[src/common/drsel_pkg.sv]
// Purpose: Constants and types for the run and step select block
// Assumes: Frequencies in 0.1 Hz units, byte addresses on the register bus
// Notes:   Function codes 0..24 fit five bits per terminal
package drsel_pkg;

  // ----------------------------------------
  // Widths
  // ----------------------------------------
  localparam int FW    = 16;
  localparam int NTERM = 5;
  localparam int FNW   = 5;

  // ----------------------------------------
  // Register offsets
  // ----------------------------------------
  localparam logic [5:0] OFF_CTRL   = 6'h00;
  localparam logic [5:0] OFF_FUNC   = 6'h04;
  localparam logic [5:0] OFF_KFREQ  = 6'h08;
  localparam logic [5:0] OFF_PRESET = 6'h0C;
  localparam logic [5:0] OFF_STATUS = 6'h28;

  // ----------------------------------------
  // Control register layout
  // ----------------------------------------
  typedef struct packed {
    logic       restart;
    logic       autostart;
    logic [1:0] inhibit;
    logic       kp_rev;
    logic [3:0] freq_mode;
    logic [1:0] run_src;
  } drsel_ctrl_t;

  typedef struct packed {
    logic         run;
    logic         rev;
  } drsel_cmd_t;

  localparam int          CTRL_W   = 11;
  localparam drsel_ctrl_t CTRL_RST = 11'h001;

  // ----------------------------------------
  // Encodings
  // ----------------------------------------
  localparam logic [1:0] RS_KEYPAD = 2'h0;
  localparam logic [1:0] RS_TWO    = 2'h1;
  localparam logic [1:0] RS_RUNDIR = 2'h2;
  localparam logic [1:0] INH_FWD   = 2'h1;
  localparam logic [1:0] INH_REV   = 2'h2;
  localparam logic [4:0] FN_FWD    = 5'h00;
  localparam logic [4:0] FN_REV    = 5'h01;
  localparam logic [4:0] FN_STEP0  = 5'h05;

  // ----------------------------------------
  // Reset values
  // ----------------------------------------
  localparam logic [24:0] FUNC_RST  = 25'h041_8820;
  localparam logic [FW-1:0] KFREQ_RST = 16'h0000;
  localparam logic [7:1][FW-1:0] PRESET_RST = {
    16'h0096, 16'h00C8, 16'h00FA, 16'h012C, 16'h012C, 16'h00C8, 16'h0064};
  localparam logic [2:0] POR_RST = 3'h7;

endpackage

[src/logic/drsel_top.sv]
// Purpose: Run command and step frequency selection of a motor drive
// Assumes: Avalon-MM slave, byte addresses, one wait cycle per access
// Notes:   Terminal and key pins pass two flip-flops before use
// Operation
// RL1 - Terminals coded 5, 6 and 7 form the step index, lowest code as bit 0.
// RL2 - Step index zero takes the keypad frequency command and frequency mode.
// RL3 - Step indices 1 to 3 pick presets defaulting to 10.0, 20.0 and 30.0 Hz.
// RL4 - Step indices 4 to 7 pick presets defaulting to 30.0, 25.0, 20.0, 15.0 Hz.
// RL5 - Run source 0 starts on the Run key and stops on the stop key.
// RL6 - In keypad mode the direction setting gives forward or reverse.
// RL7 - Run source 1 runs forward on the forward input, reverse on the reverse.
// RL8 - Run source 1 stops when both run inputs are equal.
// RL9 - Run source 2 runs on the forward input, reverse input picks direction.
// RL10 - Terminals with function 0 and 1 are the forward and reverse inputs.
// RL11 - Direction inhibit 0 allows both, 1 blocks forward, 2 blocks reverse.
// RL12 - Power-on start with run source 1 or 2 runs if the terminal is active.
// RL13 - Power-on start does nothing in keypad mode.
// RL14 - Restart after fault runs if the terminal is active when the fault clears.
// RL15 - Restart after fault does nothing in keypad mode.
// RL16 - Step index and run requests are re-evaluated every clock cycle.
// RL17 - A run request in a blocked direction is treated as a stop.
`timescale 1ns/1ps
module drsel_top
  import drsel_pkg::*;
(
  input  wire logic          CLOCK_I,
  input  wire logic          RST_N_I,
  input  wire logic [5:0]    ADDRESS_I,
  input  wire logic          READ_I,
  input  wire logic          WRITE_I,
  input  wire logic [31:0]   WRITEDATA_I,
  output logic      [31:0]   READDATA_O,
  output logic               WAITREQUEST_O,
  input  wire logic [4:0]    MULTI_INPUT_I,
  input  wire logic          KEY_RUN_I,
  input  wire logic          KEY_STOP_I,
  input  wire logic          FAULT_I,
  output logic               RUN_O,
  output logic               REVERSE_O,
  output logic [2:0]         STEP_INDEX_O,
  output logic               KEYPAD_FREQ_SEL_O,
  output logic [3:0]         FREQ_MODE_O,
  output logic [FW-1:0]      FREQ_REF_O
);

  // ----------------------------------------
  // Decoding helpers
  // ----------------------------------------
  function automatic logic [4:0] term_with(input logic [24:0] f, input logic [4:0] c);
    logic [4:0] m;
    m = '0;
    for (int i = 0; i < NTERM; i++)
      m[i] = (f[FNW*i +: FNW] == c);
    return m;
  endfunction

  function automatic logic [2:0] preset_idx(input logic [5:0] a);
    logic [2:0] k;
    k = '0;
    for (int i = 1; i < 8; i++)
      if (a == OFF_PRESET + 6'(4 * (i - 1)))
        k = 3'(i);
    return k;
  endfunction

  // ----------------------------------------
  // Declarations
  // ----------------------------------------
  drsel_ctrl_t        ctrl_reg;
  logic [24:0]        func_reg;
  logic [FW-1:0]      kfreq_reg;
  logic [7:1][FW-1:0] preset_reg;
  logic [7:0]         s1_reg, s2_reg, s3_reg;
  logic               wait_reg;
  logic [31:0]        rdata_reg;
  logic               kp_run_reg, armed_reg;
  logic [2:0]         por_reg;
  drsel_cmd_t         cmd_reg;
  logic [2:0]         idx_reg;
  logic [FW-1:0]      freq_reg;
  logic               ksel_reg;
  logic [4:0]         term_s;
  logic               fault_s, fault_fall, run_edge, stop_edge, por;
  logic               fwd, rev, req_run, req_rev, kp_mode, want, dir_rev, blocked;
  logic               wr_ok;
  logic [2:0]         idx_next;
  drsel_cmd_t         cmd_next;

  // ----------------------------------------
  // Input synchronisers
  // ----------------------------------------
  always_ff @(posedge CLOCK_I or negedge RST_N_I)
    if (!RST_N_I)
    begin
      s1_reg <= '0;
      s2_reg <= '0;
      s3_reg <= '0;
    end
    else
    begin
      s1_reg <= {FAULT_I, KEY_STOP_I, KEY_RUN_I, MULTI_INPUT_I};
      s2_reg <= s1_reg;
      s3_reg <= s2_reg;
    end

  assign term_s     = s2_reg[4:0];
  assign run_edge   = s2_reg[5] & ~s3_reg[5];
  assign stop_edge  = s2_reg[6] & ~s3_reg[6];
  assign fault_s    = s2_reg[7];
  assign fault_fall = s3_reg[7] & ~s2_reg[7];
  assign por        = por_reg[0];

  // ----------------------------------------
  // Bus slave
  // ----------------------------------------
  assign wr_ok = WRITE_I & ~wait_reg;

  always_ff @(posedge CLOCK_I or negedge RST_N_I)
    if (!RST_N_I)
      wait_reg <= 1'b1;
    else
      wait_reg <= ~((READ_I | WRITE_I) & wait_reg);

  always_ff @(posedge CLOCK_I or negedge RST_N_I)
    if (!RST_N_I)
      rdata_reg <= '0;
    else if (READ_I & wait_reg)
    begin
      if (preset_idx(ADDRESS_I) != 3'h0)
        rdata_reg <= {16'h0000, preset_reg[preset_idx(ADDRESS_I)]};
      else
        case (ADDRESS_I)
          OFF_CTRL:   rdata_reg <= {21'h00_0000, ctrl_reg};
          OFF_FUNC:   rdata_reg <= {7'h00, func_reg};
          OFF_KFREQ:  rdata_reg <= {16'h0000, kfreq_reg};
          OFF_STATUS: rdata_reg <= {23'h00_0000, kp_run_reg, armed_reg, fault_s,
                                    ksel_reg, idx_reg, cmd_reg};
          default:    rdata_reg <= '0;
        endcase
    end

  always_ff @(posedge CLOCK_I or negedge RST_N_I)
    if (!RST_N_I)
      ctrl_reg <= CTRL_RST;
    else if (wr_ok && ADDRESS_I == OFF_CTRL)
      ctrl_reg <= WRITEDATA_I[CTRL_W-1:0];

  always_ff @(posedge CLOCK_I or negedge RST_N_I)
    if (!RST_N_I)
      func_reg <= FUNC_RST;
    else if (wr_ok && ADDRESS_I == OFF_FUNC)
      func_reg <= WRITEDATA_I[24:0];

  always_ff @(posedge CLOCK_I or negedge RST_N_I)
    if (!RST_N_I)
      kfreq_reg <= KFREQ_RST;
    else if (wr_ok && ADDRESS_I == OFF_KFREQ)
      kfreq_reg <= WRITEDATA_I[FW-1:0];

  always_ff @(posedge CLOCK_I or negedge RST_N_I)
    if (!RST_N_I)
      preset_reg <= PRESET_RST; // RL3 RL4
    else if (wr_ok && preset_idx(ADDRESS_I) != 3'h0)
      preset_reg[preset_idx(ADDRESS_I)] <= WRITEDATA_I[FW-1:0];

  // ----------------------------------------
  // Step index and frequency
  // ----------------------------------------
  genvar k;
  generate
    for (k = 0; k < 3; k++)
    begin : g_step
      assign idx_next[k] = |(term_with(func_reg, 5'(FN_STEP0 + k)) & term_s); // RL1
    end
  endgenerate

  always_ff @(posedge CLOCK_I or negedge RST_N_I)
    if (!RST_N_I)
    begin
      idx_reg  <= '0;
      freq_reg <= KFREQ_RST;
      ksel_reg <= 1'b1;
    end
    else
    begin
      idx_reg  <= idx_next; // RL16
      ksel_reg <= (idx_next == 3'h0); // RL2
      freq_reg <= (idx_next == 3'h0) ? kfreq_reg : preset_reg[idx_next]; // RL2 RL3 RL4
    end

  // ----------------------------------------
  // Run requests
  // ----------------------------------------
  assign fwd     = |(term_with(func_reg, FN_FWD) & term_s); // RL10
  assign rev     = |(term_with(func_reg, FN_REV) & term_s); // RL10
  assign kp_mode = (ctrl_reg.run_src == RS_KEYPAD);

  always_comb
  begin
    req_run = 1'b0;
    req_rev = 1'b0;
    case (ctrl_reg.run_src)
      RS_TWO:
      begin
        req_run = fwd ^ rev; // RL7 RL8
        req_rev = rev;
      end
      RS_RUNDIR:
      begin
        req_run = fwd; // RL9
        req_rev = rev;
      end
      default:
      begin
        req_run = 1'b0;
        req_rev = 1'b0;
      end
    endcase
  end

  assign dir_rev = kp_mode ? ctrl_reg.kp_rev : req_rev; // RL6
  assign want    = kp_mode ? kp_run_reg : (armed_reg & req_run);
  assign blocked = (dir_rev && ctrl_reg.inhibit == INH_REV) ||
                   (!dir_rev && ctrl_reg.inhibit == INH_FWD); // RL11
  assign cmd_next.run = want & ~fault_s & ~blocked; // RL17
  assign cmd_next.rev = dir_rev;

  always_ff @(posedge CLOCK_I or negedge RST_N_I)
    if (!RST_N_I)
      kp_run_reg <= 1'b0;
    else if (!kp_mode || fault_s || stop_edge)
      kp_run_reg <= 1'b0; // RL5
    else if (run_edge)
      kp_run_reg <= 1'b1; // RL5

  always_ff @(posedge CLOCK_I or negedge RST_N_I)
    if (!RST_N_I)
      por_reg <= POR_RST;
    else
      por_reg <= {1'b0, por_reg[2:1]};

  always_ff @(posedge CLOCK_I or negedge RST_N_I)
    if (!RST_N_I)
      armed_reg <= 1'b0;
    else if (por)
      armed_reg <= ctrl_reg.autostart & ~kp_mode; // RL12 RL13
    else if (fault_s)
      armed_reg <= 1'b0;
    else if (fault_fall)
      armed_reg <= ctrl_reg.restart & ~kp_mode; // RL14 RL15
    else if (!req_run)
      armed_reg <= 1'b1;

  always_ff @(posedge CLOCK_I or negedge RST_N_I)
    if (!RST_N_I)
      cmd_reg <= '0;
    else
      cmd_reg <= cmd_next; // RL16

  // ----------------------------------------
  // Outputs
  // ----------------------------------------
  assign READDATA_O        = rdata_reg;
  assign WAITREQUEST_O     = wait_reg;
  assign RUN_O             = cmd_reg.run;
  assign REVERSE_O         = cmd_reg.rev;
  assign STEP_INDEX_O      = idx_reg;
  assign KEYPAD_FREQ_SEL_O = ksel_reg;
  assign FREQ_MODE_O       = ctrl_reg.freq_mode;
  assign FREQ_REF_O        = freq_reg;
endmodule

[config.mk]
export PLATFORM = sky130hd
export DESIGN_NAME = drsel_top
export DESIGN_NICKNAME = d
export VERILOG_FILES = /design/src/common/drsel_pkg.sv /design/src/logic/drsel_top.sv
export SDC_FILE = /design/constraint.sdc
export NUM_CORES = 1
export LEC_CHECK = 0
export CAP_MARGIN = 20
export CORE_MARGIN = 8
export CORE_UTILIZATION = 42
export CTS_BUF_LIST = sky130_fd_sc_hd__clkbuf_2
export CTS_CLUSTER_DIAMETER = 120
export CTS_CLUSTER_SIZE = 28
export DETAILED_ROUTE_END_ITERATION = 12
export DONT_BUFFER_PORTS = 1
export REMOVE_ABC_BUFFERS = 1
export SYNTH_ARGS = -nofsm -noshare
export SYNTH_HDL_FRONTEND = slang
export SYNTH_SLANG_ARGS = --single-unit
[constraint.sdc]
create_clock -name CLOCK_I -period 4.2 [get_ports CLOCK_I]
set_input_delay 0.42 -clock CLOCK_I [delete_from_list [all_inputs] [get_ports CLOCK_I]]
set_output_delay 0.42 -clock CLOCK_I [all_outputs]
set_load 0.02 [all_outputs]
==> metrics.yaml <==
outcome: "finished with violations"
failed_checks: "hold timing"
fin_ws_ps: 1136
synth_top_family_by_area: "multiplexers"
hold_viol: 236
setup_viol: 0
insertion_delay_ps: 870
cts_setup_buffers: 0
numCtsBuffers: 12
yosysTopAreaCell: "dfrtp_1"
max_stage_delay_ps: 710
synth_area_leaders: "dfrtp_1 44%, mux2_2 18%, mux2i_1 9.8%, dfstp_2 8.9%, nand2_1 2.2%"
clk_pin_slew_ps: 570
gp_congestion: 0.8095
synthMuxAreaShare: 0.2812
final_cell_count_no_fill: 1246
avgSynthCellArea_um2: 12.75
io_pins: 109
gr-usage-all-layers: 0.1918
synthXorXnorAreaFrac: 0
crit-reg2reg-launch: "func_reg[14]$_DFFE_PN0P_"
slew_headroom: 0.3429
synth_adder_area_share: 0.003350
hpwl_um: 18800
dieHeight_um: 179.3
cts.sinks: 236
hp-class: "input port to asynchronous set/reset pin"
port_buffers: 0
yosysUniqueCellTypes: 54
r2r_slack_ps: 1140
pre_cts_slack_ps: 1179
vias: 7305
antenna_found_initial: 4
cp_data_required_time_ps: 4930
htree_levels: 1
cts_hold_buf: 46
cts_tree: "yes"
yosysWarnings: 0
synthArstFlopShare: 1.000
drc: 0
drtAntennaViolNets: 0
vias_per_cell: 5.863
slew_viol_final: 0
max_freq_mhz: 326.4
initial_core_util: 0.4288
period_minus_slack_ps: 3064
crit_top_cell: "mux2i_1"
synth_compound_area_frac: 0.08398
drt_iter0_drc: 527
clockRootBuffer: "clkbuf_2"
fin_nets: 954
core_mm2: 0.02613
grt_pass1_wl_um: 46650
area_growth_pct: 8.319
setup.worst_path.class: "flip-flop to flip-flop"
fp.dieW_um: 179.3
critPathSlowestCell: "nor4bb_1"
placedCellCount: 1174
crit_chain: "nor4bb_1, a22oi_1, nand3_4, buf_4, mux2i_1, mux2i_1, mux2_2"
cts.path.max_buffers: 3
cts_resized: 0
holdWs_ps: -874.1
synthSimpleGateAreaFrac: 0.06678
worst-r2r-cell-count: 7
endpoint_kind: "flip-flop"
yosys.area.top_type_share: 0.4422
skew_ps: 100.8
worst_ir_drop_vdd_mv: 0.2359
grt_pass1_vias: 7609
cp_data_arrival_time_ps: 3790
r2r_end: "FREQ_REF_O[1]$_DFF_PN0_"
ys_seq_area_frac: 0.5313
ys.flop_type: "dfrtp_1"
netlist_area_mm2: 0.01120
cellLeakagePower_nw: 5.272
critPathMaxFanout: 26
drive_gt1_frac: 0.3021
cap_violations: 0
largest_reg_flops: 112
yosys_register_bits: 236
dr.pass1.iters: 5
wl_per_cell_um: 24.59
postSynthCellCount: 879
cellPowerDensity_mw_per_mm2: 337.4
dieArea_mm2: 0.03216
synth_edf_count: 0
wirelength_um: 30640
tightest_slew_ps: 979.7
grt_max_degree: 237
setup.worst_path.start_class: "flip-flop"
fin_tns_setup_ps: 0
std_cell_rows: 59
fillCellCount: 2431
rsz0062_at_grt: "no"
grt_overflow: 0
period_share: 0.7296
==> how the worst max path moves through the flow <==
stage / cells past startpoint / slack, ps / end / from
after detailed placement: 7 / 1180 / FREQ_REF_O[2]$_DFF_PN0_ / func_reg[9]$_DFFE_PN0P_
final: 7 / 1140 / FREQ_REF_O[1]$_DFF_PN0_ / func_reg[14]$_DFFE_PN0P_
after global placement: 7 / 1230 / FREQ_REF_O[6]$_DFF_PN0_ / func_reg[9]$_DFFE_PN0P_
after global routing: 7 / 940 / FREQ_REF_O[1]$_DFF_PN0_ / func_reg[9]$_DFFE_PN0P_
after floorplan: 6 / 70 / FREQ_REF_O[3]$_DFF_PN0_ / func_reg[8]$_DFFE_PN0P_
after CTS: 7 / 1100 / FREQ_REF_O[1]$_DFF_PN0_ / func_reg[9]$_DFFE_PN0P_
==> where the power goes <==
group / switching [mW] / leakage [nW] / internal (mW)
Combinational: 0.246 / 2.15 / 0.286
Clock: 0.704 / 0.0862 / 0.127
Sequential: 0.225 / 3.03 / 2.51
==> routing by layer <==
layer  track usage  routed length, µm
met5             0                  0
met4       0.05311                680
met3       0.04359               1903
met2        0.3266              15130
met1        0.2424              12930
==> cells by family (layout without fill, tap and decap cells) <==
kind of cell	count (synthesis)	in the layout
adders and majority gates	3	3
muxes	291	291
and+or+nand+nor	141	141
other	1	12
DFF	236	236
AOI/OAI and AO/OA	127	127
buffers and inverters	80	101
==> critical path, delay by kind of cell, from the launching register on <==
family,cells,cell delay [ps]
buffers and inverters,1,340
AOI/OAI and AO/OA,1,230
and+or+nand+nor,2,1180
muxes,3,620
DFF,1,530
==> cell usage after synthesis (4+ instances only) <==
cell	instances
nor4b_1	4
nand4_1	4
and2_1	6
buf_4	12
inv_1	6
dfrtp_1	198
a21oi_1	18
o22a_1	16
buf_2	20
o221ai_1	16
buf_1	14
nor2_1	8
mux2_2	180
a31oi_1	19
nor4bb_1	4
nand3_1	14
mux2i_1	110
dfstp_2	38
o211ai_1	5
nand2b_1	4
clkbuf_1	27
a22oi_1	29
o2111ai_1	11
nand2_1	65
nor2b_1	8
==> cell type report <==
class                           instances  area (µm²)  share of cell area
Sequential cell                       236        5953              0.4905
Clock inverter                          1       16.27            0.001340
Antenna cell                            4       10.01           0.0008247
Inverter                                7       26.28            0.002165
Timing Repair Buffer                   74       695.7             0.05732
Tap cell                              335       419.2             0.03454
Multi-Input combinational cell        570        4921              0.4055
Clock buffer                           19       95.09            0.007835
==> cell usage in the layout (no fill, tap or decap), types with 8 or more instances in the layout <==
cell | netlist | routed
a21oi_1 | 18 | 18
a22oi_1 | 29 | 29
a31oi_1 | 19 | 19
buf_4 | 12 | 24
clkbuf_2 | 0 | 20
conb_1 | 1 | 8
dfrtp_1 | 198 | 198
dfstp_2 | 38 | 38
dlygate4sd3_1 | 0 | 47
mux2_2 | 180 | 180
mux2i_1 | 110 | 110
nand2_1 | 65 | 65
nand3_1 | 14 | 13
nor2_1 | 8 | 8
nor2b_1 | 8 | 8
o2111ai_1 | 11 | 11
o221ai_1 | 16 | 16
o22a_1 | 16 | 16
==> stage by stage <==
| step | power [mW] | cell area, µm² | hold slack, ps | utilization |
|---|---|---|---|---|
| 3_5_place_dp | 3.238 | 11540 | 142.4 | 0.4416 |
| 4_1_cts | 4.134 | 12110 | -924.5 | 0.4635 |
| 2_1_floorplan | 3.081 | 10890 | 124.4 | - |
| 5_1_grt | 4.275 | 12140 | -979.1 | 0.4644 |
| 3_3_place_gp | 3.222 | 11540 | 144.4 | 0.4416 |
| 6_report | 4.094 | 12140 | -874.1 | 0.4644 |
(Power assumes the default switching activity.)
